## src/rtl/ppc_pkg.sv

```systemverilog
// Package for the port pin control block: widths, reset values, clock source codes
`default_nettype none

package ppc_pkg;
  // ******************************************************
  // Widths
  // ******************************************************
  localparam int A_W = 4;
  localparam int C_W = 8;
  // ******************************************************
  // Reset values
  // ******************************************************
  localparam logic [3:0] A_DIR_RST = 4'hF;
  localparam logic [7:0] C_DIR_RST = 8'hFF;
  localparam logic [3:0] A_DATA_RST = 4'h0;
  localparam logic [7:0] C_DATA_RST = 8'h00;
  localparam logic [3:0] A_PU_RST = 4'h0;
  localparam logic [7:0] C_PU_RST = 8'h00;
  localparam logic B_DIR_RST = 1'h1;
  localparam logic B_DATA_RST = 1'h0;
  localparam logic B_PU_RST = 1'h0;
  // ******************************************************
  // Bit positions of the oscillator-shared pins
  // ******************************************************
  localparam int A_OSC_OUT_BIT = 2;
  localparam int A_OSC_IN_BIT = 3;
  // Port B bit positions in the shared write and readback byte
  localparam int B_PIN_BIT = 2;
  localparam int B_RO_BIT = 4;
  // Port A pins left to the port for each clock source
  localparam logic [3:0] A_OK_ALL = 4'hF;
  localparam logic [3:0] A_OK_XTAL = 4'h3;
  localparam logic [3:0] A_OK_EXT = 4'h7;
  // Clock source codes held in the option byte field
  localparam logic [1:0] CLK_SRC_INT = 2'h0;
  localparam logic [1:0] CLK_SRC_XTAL = 2'h1;
  localparam logic [1:0] CLK_SRC_EXT = 2'h2;
  // Option byte field positions
  localparam int OPT_CLK_LSB = 0;
  localparam int OPT_CLK_W = 2;
  localparam int OPT_RST_PORT_BIT = 2;

  typedef enum logic [1:0] {
    PPC_SRC_INT,
    PPC_SRC_XTAL,
    PPC_SRC_EXT
  } ppc_clk_src_t;

  // Software control word for the three ports
  typedef struct packed {
    logic [3:0] a_dir;
    logic [3:0] a_pu;
    logic [3:0] a_data;
    logic b_dir;
    logic b_pu;
    logic b_data;
    logic [7:0] c_dir;
    logic [7:0] c_pu;
    logic [7:0] c_data;
  } ppc_ctrl_t;

  // Pad drive bundle per port
  typedef struct packed {
    logic [3:0] a_out;
    logic [3:0] a_oe;
    logic [3:0] a_pu;
    logic [3:0] a_pd;
    logic b_out;
    logic b_oe;
    logic b_pu;
    logic [7:0] c_out;
    logic [7:0] c_oe;
    logic [7:0] c_pu;
  } ppc_pad_t;
endpackage : ppc_pkg

`default_nettype wire

```

## src/rtl/ppc_port_pin_control.sv

```systemverilog
// Port pin control: three general-purpose ports with oscillator and reset sharing
// Summary of operation
// Four-bit port A has a per-bit output latch.
// Each port A pin has its own direction bit.
// Port A input pin gets pull-up only when its pull-up bit is set.
// Internal oscillator selected: both shared pins are ordinary I/O.
// Crystal selected: both shared pins belong to the oscillator.
// External clock: upper shared pin is clock input, lower stays I/O.
// Clock source comes from the option byte, not a run-time register.
// Any reset makes every port A pin an input.
// During reset both shared pins are pulled low.
// Port B interrupt pin has direction and pull-up controls.
// Port C eight pins have per-pin direction and pull-up.
// Fourteen pins: thirteen bidirectional, one input-only; thirteen pull-ups.
// Pins pass alternate functions: timer input, timer output, interrupt.
// Input-only pin serves as port only when option byte selects it.
// Data read returns pin level in input, latch value in output.
// Direction bit zero drives the pin, one makes it an input.
// Reset clears output latches; input-only pin read is undefined.
// Pull-up is off whenever the pin is an output.
// Driver shows the latch one cycle after a data write.
`timescale 1ns/10ps
`default_nettype none

module ppc_port_pin_control (
  input wire logic mclk_i,                 // System clock, 50 MHz
  input wire logic rst_b_i,                // Synchronous reset, active low
  input wire logic [7:0] option_byte_i,    // Nonvolatile option byte
  input wire logic wr_a_dir_i,             // Write strobe, port A direction
  input wire logic wr_a_pu_i,              // Write strobe, port A pull-up enable
  input wire logic wr_a_data_i,            // Write strobe, port A data
  input wire logic wr_b_dir_i,             // Write strobe, port B direction
  input wire logic wr_b_pu_i,              // Write strobe, port B pull-up enable
  input wire logic wr_b_data_i,            // Write strobe, port B data
  input wire logic wr_c_dir_i,             // Write strobe, port C direction
  input wire logic wr_c_pu_i,              // Write strobe, port C pull-up enable
  input wire logic wr_c_data_i,            // Write strobe, port C data
  input wire logic [7:0] wdata_i,          // Write data, low bits used by ports A and B, all eight by port C
  input wire logic [3:0] port_a_pins_i,    // Port A pad levels
  input wire logic port_b_irq_pin_i,       // Port B interrupt pin level
  input wire logic port_b_input_only_pin_i, // Input-only / reset pin level
  input wire logic [7:0] port_c_pins_i,    // Port C pad levels
  input wire logic [1:0] alt_a_oe_i,       // Timer outputs claim pin0/pin1
  input wire logic [1:0] alt_a_out_i,      // Timer output levels for pin0/pin1
  output logic [3:0] port_a_data_o,        // Port A data readback
  output logic [3:0] port_a_direction_o,   // Port A direction readback
  output logic [3:0] port_a_pullup_enable_o, // Port A pull-up readback
  output logic [7:0] port_b_data_o,        // Port B data readback
  output logic [7:0] port_c_data_o,        // Port C data readback
  output logic [3:0] port_a_out_o,         // Port A pad output value
  output logic [3:0] port_a_oe_o,          // Port A pad output enable
  output logic [3:0] port_a_pu_o,          // Port A pull-up on
  output logic [3:0] port_a_pd_o,          // Port A pull-down on
  output logic port_b_irq_out_o,           // Port B pad output value
  output logic port_b_irq_oe_o,            // Port B pad output enable
  output logic port_b_irq_pu_o,            // Port B pull-up on
  output logic [7:0] port_c_out_o,         // Port C pad output value
  output logic [7:0] port_c_oe_o,          // Port C pad output enable
  output logic [7:0] port_c_pu_o,          // Port C pull-up on
  output logic osc_enable_o,               // Crystal oscillator amplifier on
  output logic oscillator_input_pin_o,     // Synchronised external clock level
  output logic timer0_capture_input_o,     // Synchronised pin0 for timer capture
  output logic timer0_second_input_o,      // Synchronised pin1 for timer
  output logic external_irq0_o,            // Synchronised pin1 interrupt level
  output logic external_irq1_o,            // Synchronised port B interrupt level
  output logic reset_pin_is_port_o         // Input-only pin works as port
);

  // ******************************************************
  // Input synchronisers
  // ******************************************************
  localparam int SYN_W = 14;
  logic [SYN_W-1:0] syn1_reg, syn1_next, syn2_reg, syn2_next;

  always_comb begin
    syn1_next = {port_c_pins_i, port_b_input_only_pin_i, port_b_irq_pin_i, port_a_pins_i};
    syn2_next = syn1_reg;
  end

  always_ff @(posedge mclk_i) begin
    syn1_reg <= syn1_next;
    syn2_reg <= syn2_next;
  end

  logic [3:0] pin_a;
  logic pin_b, pin_ro;
  logic [7:0] pin_c;
  assign pin_a = syn2_reg[3:0];
  assign pin_b = syn2_reg[4];
  assign pin_ro = syn2_reg[5];
  assign pin_c = syn2_reg[13:6];

  // ******************************************************
  // Option byte decode
  // ******************************************************
  ppc_pkg::ppc_clk_src_t src_reg, src_next;
  logic rpin_reg, rpin_next;
  logic [1:0] opt_clk;
  assign opt_clk = option_byte_i[ppc_pkg::OPT_CLK_LSB +: ppc_pkg::OPT_CLK_W];

  // option byte choice
  always_comb begin
    src_next = src_reg;
    rpin_next = rpin_reg;
    if (!rst_b_i) begin
      // Captured in reset, so the setting is fixed while running
      unique case (opt_clk)
        ppc_pkg::CLK_SRC_XTAL: src_next = ppc_pkg::PPC_SRC_XTAL;
        ppc_pkg::CLK_SRC_EXT: src_next = ppc_pkg::PPC_SRC_EXT;
        default: src_next = ppc_pkg::PPC_SRC_INT;
      endcase
      rpin_next = option_byte_i[ppc_pkg::OPT_RST_PORT_BIT];
    end
  end

  always_ff @(posedge mclk_i) begin
    src_reg <= src_next;
    rpin_reg <= rpin_next;
  end

  // ******************************************************
  // Control registers
  // ******************************************************
  ppc_pkg::ppc_ctrl_t ctl_reg, ctl_next;

  always_comb begin
    ctl_next = ctl_reg;
    if (!rst_b_i) begin
      // all inputs on reset
      ctl_next.a_dir = ppc_pkg::A_DIR_RST;
      ctl_next.b_dir = ppc_pkg::B_DIR_RST;
      ctl_next.c_dir = ppc_pkg::C_DIR_RST;
      // latches cleared
      ctl_next.a_data = ppc_pkg::A_DATA_RST;
      ctl_next.b_data = ppc_pkg::B_DATA_RST;
      ctl_next.c_data = ppc_pkg::C_DATA_RST;
      ctl_next.a_pu = ppc_pkg::A_PU_RST;
      ctl_next.b_pu = ppc_pkg::B_PU_RST;
      ctl_next.c_pu = ppc_pkg::C_PU_RST;
    end else begin
      // per-bit direction
      if (wr_a_dir_i) begin
        ctl_next.a_dir = wdata_i[3:0];
      end
      if (wr_a_pu_i) begin
        ctl_next.a_pu = wdata_i[3:0];
      end
      // port A latch
      if (wr_a_data_i) begin
        ctl_next.a_data = wdata_i[3:0];
      end
      // port B controls
      if (wr_b_dir_i) begin
        ctl_next.b_dir = wdata_i[ppc_pkg::B_PIN_BIT];
      end
      if (wr_b_pu_i) begin
        ctl_next.b_pu = wdata_i[ppc_pkg::B_PIN_BIT];
      end
      if (wr_b_data_i) begin
        ctl_next.b_data = wdata_i[ppc_pkg::B_PIN_BIT];
      end
      // port C controls
      if (wr_c_dir_i) begin
        ctl_next.c_dir = wdata_i;
      end
      if (wr_c_pu_i) begin
        ctl_next.c_pu = wdata_i;
      end
      if (wr_c_data_i) begin
        ctl_next.c_data = wdata_i;
      end
    end
  end

  always_ff @(posedge mclk_i) begin
    ctl_reg <= ctl_next;
  end

  // ******************************************************
  // Pad drive and readback
  // ******************************************************
  ppc_pkg::ppc_pad_t pad_reg, pad_next;
  logic [3:0] a_port_ok;
  logic [3:0] a_rd_reg, a_rd_next, a_dir_q, a_pu_q;
  logic [7:0] b_rd_reg, b_rd_next, c_rd_reg, c_rd_next;
  logic osc_reg, osc_next;

  always_comb begin
    a_port_ok = ppc_pkg::A_OK_ALL;
    unique case (src_reg)
      // internal oscillator, all I/O
      ppc_pkg::PPC_SRC_INT: a_port_ok = ppc_pkg::A_OK_ALL;
      // crystal takes both
      ppc_pkg::PPC_SRC_XTAL: a_port_ok = ppc_pkg::A_OK_XTAL;
      // external clock takes upper only
      ppc_pkg::PPC_SRC_EXT: a_port_ok = ppc_pkg::A_OK_EXT;
    endcase
  end

  always_comb begin
    pad_next = '0;
    osc_next = (src_reg == ppc_pkg::PPC_SRC_XTAL);
    // zero drives the pin
    pad_next.a_oe = ~ctl_next.a_dir & a_port_ok;
    // driver follows latch next cycle
    pad_next.a_out = ctl_next.a_data & a_port_ok;
    // timer outputs share pin0 and pin1
    for (int i = 0; i < 2; i++) begin
      if (alt_a_oe_i[i] && a_port_ok[i] && !ctl_next.a_dir[i]) begin
        pad_next.a_out[i] = alt_a_out_i[i];
      end
    end
    // pull-up only in input and when enabled
    // no pull-up on outputs
    pad_next.a_pu = ctl_next.a_pu & ctl_next.a_dir & a_port_ok;
    pad_next.b_oe = ~ctl_next.b_dir;
    pad_next.b_out = ctl_next.b_data;
    pad_next.b_pu = ctl_next.b_pu & ctl_next.b_dir;
    pad_next.c_oe = ~ctl_next.c_dir;
    pad_next.c_out = ctl_next.c_data;
    pad_next.c_pu = ctl_next.c_pu & ctl_next.c_dir;
    if (!rst_b_i) begin
      // pull shared pins low in reset
      pad_next.a_pd[ppc_pkg::A_OSC_OUT_BIT] = 1'h1;
      pad_next.a_pd[ppc_pkg::A_OSC_IN_BIT] = 1'h1;
      osc_next = 1'h0;
    end
  end

  assign a_dir_q = ctl_reg.a_dir;
  assign a_pu_q = ctl_reg.a_pu;

  always_comb begin
    // pin level in input, latch in output
    a_rd_next = ((a_dir_q & pin_a) | (~a_dir_q & ctl_reg.a_data)) & a_port_ok;
    b_rd_next = 8'h00;
    b_rd_next[ppc_pkg::B_PIN_BIT] = ctl_reg.b_dir ? pin_b : ctl_reg.b_data;
    // input-only pin valid only as port
    b_rd_next[ppc_pkg::B_RO_BIT] = rpin_reg & pin_ro;
    c_rd_next = (ctl_reg.c_dir & pin_c) | (~ctl_reg.c_dir & ctl_reg.c_data);
  end

  always_ff @(posedge mclk_i) begin
    pad_reg <= pad_next;
    osc_reg <= osc_next;
    a_rd_reg <= a_rd_next;
    b_rd_reg <= b_rd_next;
    c_rd_reg <= c_rd_next;
  end

  // ******************************************************
  // Outputs
  // ******************************************************
  assign port_a_data_o = a_rd_reg;
  assign port_a_direction_o = a_dir_q;
  assign port_a_pullup_enable_o = a_pu_q;
  assign port_b_data_o = b_rd_reg;
  assign port_c_data_o = c_rd_reg;
  assign port_a_out_o = pad_reg.a_out;
  assign port_a_oe_o = pad_reg.a_oe;
  assign port_a_pu_o = pad_reg.a_pu;
  assign port_a_pd_o = pad_reg.a_pd;
  assign port_b_irq_out_o = pad_reg.b_out;
  assign port_b_irq_oe_o = pad_reg.b_oe;
  assign port_b_irq_pu_o = pad_reg.b_pu;
  assign port_c_out_o = pad_reg.c_out;
  assign port_c_oe_o = pad_reg.c_oe;
  assign port_c_pu_o = pad_reg.c_pu;
  assign osc_enable_o = osc_reg;
  assign oscillator_input_pin_o = syn2_reg[ppc_pkg::A_OSC_IN_BIT];
  // thirteen I/O plus one input-only pin
  assign timer0_capture_input_o = pin_a[0];
  assign timer0_second_input_o = pin_a[1];
  assign external_irq0_o = pin_a[1];
  assign external_irq1_o = pin_b;
  assign reset_pin_is_port_o = rpin_reg;
endmodule // ppc_port_pin_control

`default_nettype wire

```

## config.mk

```make
export PLATFORM = sky130hd
export DESIGN_NAME = ppc_port_pin_control
export DESIGN_NICKNAME = d
export VERILOG_FILES = /design/src/rtl/ppc_pkg.sv /design/src/rtl/ppc_port_pin_control.sv
export SDC_FILE = /design/constraint.sdc
export NUM_CORES = 1
export LEC_CHECK = 0
export ABC_AREA = 1
export BUFFER_PORTS_ARGS = -buffer_cell sky130_fd_sc_hd__buf_2
export CAP_MARGIN = 0
export CORE_AREA = 3 3 94 96
export CTS_BUF_LIST = sky130_fd_sc_hd__clkbuf_4
export CTS_CLUSTER_DIAMETER = 120
export CTS_CLUSTER_SIZE = 10
export DETAILED_ROUTE_END_ITERATION = 10
export DIE_AREA = 0 0 97 99
export GPL_TIMING_DRIVEN = 0
export PLACE_DENSITY_LB_ADDON = 0.08
export SYNTH_ARGS = -nofsm -noshare
export SYNTH_HDL_FRONTEND = slang
export SYNTH_SLANG_ARGS = --single-unit
```

## constraint.sdc

```tcl
create_clock -name mclk_i -period 0.9 [get_ports mclk_i]
set_input_delay 0.135 -clock mclk_i [delete_from_list [all_inputs] [get_ports mclk_i]]
set_output_delay 0.135 -clock mclk_i [all_outputs]
set_load 0.1 [all_outputs]
```

Word level (Yosys, flattened, before mapping). Index checks and enable logic that the tools add are counted.

Equality and inequality tests: 4. Muxes and demuxes: 16. Bitwise gates (word level): 19. Reductions and logical operators: 7.

Operators with widths (number): two-way mux 39 bit (1); bitwise AND 4 bit (7); bitwise AND 8 bit (3); two-way mux 8 bit (3); inverter 8 bit (2); two-way mux 4 bit (3); one-hot mux 4 bit (3 select lines) (1); inverter 4 bit (2); OR 8 bit (1); two-way mux 1 bit (6); == test 2 x 1 -> 1 bit, second input constant (2); == test 2 bit, second input constant (2); logical AND 1 bit (4); OR 4 bit (1); one-hot mux 2 bit (2 select lines) (1); bitwise AND 1 bit (2); zero test 1 bit (2); zero test 2 bit (1); two-way mux 2 bit (1); inverter 1 bit (1).

Bits in registers: 117. Input bits: 45. Output and inout port bits: 78. Logic and storage cells: 71.

Longest topological paths before layout.
Depth in word-level cells: 5. Depth in mapped cells: 6. Depth with buffers taken out: 5.

Least setup slack after synthesis. No wires, ideal clock.

Kind: reg2out. Start point: register syn2_reg[1]. End point: output port timer0_second_input_o. Data arrival time: 1373 ps. Required time: 765 ps. Path slack: -608 ps. Stages on the path, launching flop included: 2. Path buffers: 1. Cells stage by stage: dfxtp_1 > buf_4.

RTL lines: start, declared (RTL line ppc_port_pin_control.sv:73) `logic [SYN_W-1:0] syn1_reg, syn1_next, syn2_reg, syn2_next;`; start signal, assigned (RTL line ppc_port_pin_control.sv:82) `syn2_reg <= syn2_next;`; end, declared (RTL line ppc_port_pin_control.sv:63) `output logic timer0_second_input_o,`.

No word-level cell between the ends.

Worst setup path in the final report.
Start point: register syn2_reg[1]. End point: output port timer0_second_input_o.

No word-level cell between the ends.

==> reports/results.ini <==
[global_route]
overflow=0
grt_pass1_wl_mm=15.02
grt_usage_pct=19.95
grt_pass1_vias=3211
antenna_found_initial=0
grt_max_degree=17

[place]
dpl.hpwl_mm=5.349
gp_congestion=0.7766
place.port_buffers=106
numPlacedInstances=617

[setup_path]
worstReg2RegEnd=port_a_out_o[3]
rr_worst_depth=3
endpoint_kind=output port
required_ns=0.76
worstPathArrival_ns=1.13
worst_setup_path_start_kind=register
reg2reg_from=src_reg[0]
cp_max_fo=3
r2r_slack_ns=-0.08
critical_path_class=reg -> out

[timing]
hold_viol_final=0
period_minus_slack_ns=1.265
maxSlewViolCount=0
rsz0062_at_grt=yes
tns_ns=-18.26
layout_setup_ws_ns=-0.3653
max_freq_mhz=790.3
finalSetupViolCount=78
finClkSkew_ns=0.01347
period_share_pct=140.6

[yosys]
syn_area_um2=3675
ys_seq_area_share_pct=64.01
yosys_warnings=0
ys_ff_latch=116
synth_cells=399
ys_types=24
syn_avg_cell_area_um2=9.210

[floorplanning]
start_util_pct=45.18
die_h_um=99
die_x_um=97
die_area_um2=9603
ios=123
core-area_um2=8134
row_count=33

[final_layout]
largest_reg_flops=22
seqCellArea_um2=2464
syn2layout_area_growth_pct=69.36
multiInputGateArea_um2=964.7
nFillCells=521
finalNetCount=610
final_cells=682
diodes=0
drive_above_1_share_pct=47.66

[pwr]
peakVddDrop_mv=1.174
power_density_nw_per_um2=2102
power_mw=13.08
p_leak_nw=2.966

[cts]
clock_latency_ns=0.49
path_clk_slew_ns=0.10
cts_max_level=4
cts_buffer_depth=2
root_buffer=clkbuf_4
clock_sinks=116
cts-buffers-inserted=17
cts_tree=yes

[route]
drc=0
wire_per_inst_um=13.56
wl_mm=9.245
drt_iter0_markers=76
via_count=3016
vias_per_cell=4.422
first_pass_iters=4
ant_nets=0

[worst_hold_path]
min_path_cells=4
hold_path_class=in -> reg
min_from=rst_b_i
hold_end=port_a_direction_o[1]

[flow_run]
drv_cap=0

[outcome]
violations=negative setup slack
status=finished with violations

-- synth_stat cells --
| cell | instances | area share [%] |
|---|---|---|
| a21oi_1 | 4 | 0.54 |
| o21ai_2 | 1 | 0.24 |
| o21ai_1 | 9 | 1.2 |
| clkbuf_2 | 1 | 0.14 |
| ha_1 | 1 | 0.34 |
| or2_2 | 1 | 0.17 |
| o21ai_0 | 18 | 2.5 |
| and3_1 | 1 | 0.17 |
| dfxtp_1 | 113 | 62 |
| nor3_2 | 2 | 0.54 |
| buf_6 | 3 | 0.92 |
| nor3_1 | 2 | 0.27 |
| nand3_1 | 3 | 0.41 |
| nand4_1 | 3 | 0.51 |
| inv_2 | 2 | 0.20 |
| nand2_1 | 66 | 6.7 |
| nor2_1 | 67 | 6.8 |
| edfxtp_1 | 3 | 2.5 |
| nand2_2 | 1 | 0.17 |
| buf_2 | 3 | 0.41 |
| inv_1 | 49 | 5.0 |
| buf_4 | 27 | 5.5 |
| nor2_2 | 18 | 3.1 |
| conb_1 | 1 | 0.10 |
-- worst max path at each step --
stage | startpoint | endpoint | slack (ns) | cells after the start
final | syn2_reg[1] | timer0_second_input_o | -0.37 | 2
after global routing | syn2_reg[1] | timer0_second_input_o | -0.44 | 2
after CTS | port_a_pd_o[2] | port_a_pd_o[3] | -0.40 | 2
after detailed placement | port_a_direction_o[1] | port_a_direction_o[1] | -0.13 | 2
after global placement | port_a_direction_o[1] | port_a_direction_o[1] | -0.12 | 2
after floorplan | syn2_reg[1] | timer0_second_input_o | -0.27 | 1
-- metal layers --
metal	share of wire (%)	global-route usage, %	wire length, um	vias to the layer above
li1	-	-	-	1514
met1	41	21.50	3756	1394
met2	53	36.94	4876	95
met3	5.2	6.016	481	13
met4	1.4	7.127	129	0
met5	0	0	0	-
-- cells by family (layout without fill, tap and decap cells) --
| group | Yosys count | in the layout | share of synthesized area [%] |
|---|---|---|---|
| AND/OR/NAND/NOR | 164 | 164 | 18.90 |
| flip-flops | 116 | 116 | 64.01 |
| buffers and inverters | 85 | 256 | 12.19 |
| AO/OA/AOI/OAI | 32 | 32 | 4.460 |
| adder cells (fa/ha/maj) | 1 | 1 | 0.3404 |
| other | 1 | 8 | 0.1020 |
-- critical path: stages, from the launching register on --
cell,delay (ns)
dfxtp_4,0.37
buf_6,0.12
buf_12,0.15
-- stage by stage --
| stage | hold slack [ns] | cell area, um2 | worst slack [ns] | util [%] |
|---|---|---|---|---|
| 6_report | 0.04179 | 6223 | -0.3653 | 76.51 |
| 3_3_place_gp | 0.2372 | 4442 | -0.1185 | 54.61 |
| 4_1_cts | 0.008397 | 6146 | -0.3968 | 75.56 |
| 2_1_floorplan | 0.1627 | 3780 | -0.2667 | - |
| 3_5_place_dp | 0.2386 | 4442 | -0.1304 | 54.61 |
| 5_1_grt | 0.03442 | 6223 | -0.4421 | 76.51 |
-- power breakdown --
part           switching (mW)  internal [mW]  total [mW]  leakage [nW]
Sequential              0.260           5.54        5.80         0.991
Clock                    1.84           1.74        3.58         0.148
Combinational            2.39           1.30        3.70          1.83
-- layout make-up --
class | instances | share of cell area [%]
flip-flops and latches | 116 | 39.59
repair buffers | 153 | 32.59
multi-input cells | 205 | 15.50
inverters | 51 | 3.156
plain buffers | 20 | 2.734
clock buffers | 21 | 2.533
well taps | 105 | 2.111
clock inverters | 11 | 1.789
-- timing repair --
item / 4_1_cts / 5_1_grt
setup endpoints to repair: 77 / 89
pin swaps: 10 / 9
buffers inserted: 9 / 2
hold endpoints to repair: 67 / 0
gates resized for setup: 308 / 28
hold buffers: 37 / 0
-- placed cells by master (no fill, tap or decap), drive strengths merged --
cell type    instances
buf                135
dfxtp              113
nor2                85
nand2               67
inv                 51
dlygate4sd3         37
o21ai               28
clkbuf              22
conb                 8
clkinv               7
nor3                 4
a21oi                4
nand4                3
edfxtp               3
nand3                3
bufinv               2
clkinvlp             2
or2                  1
and3                 1
ha                   1
(Power assumes the default switching activity.)
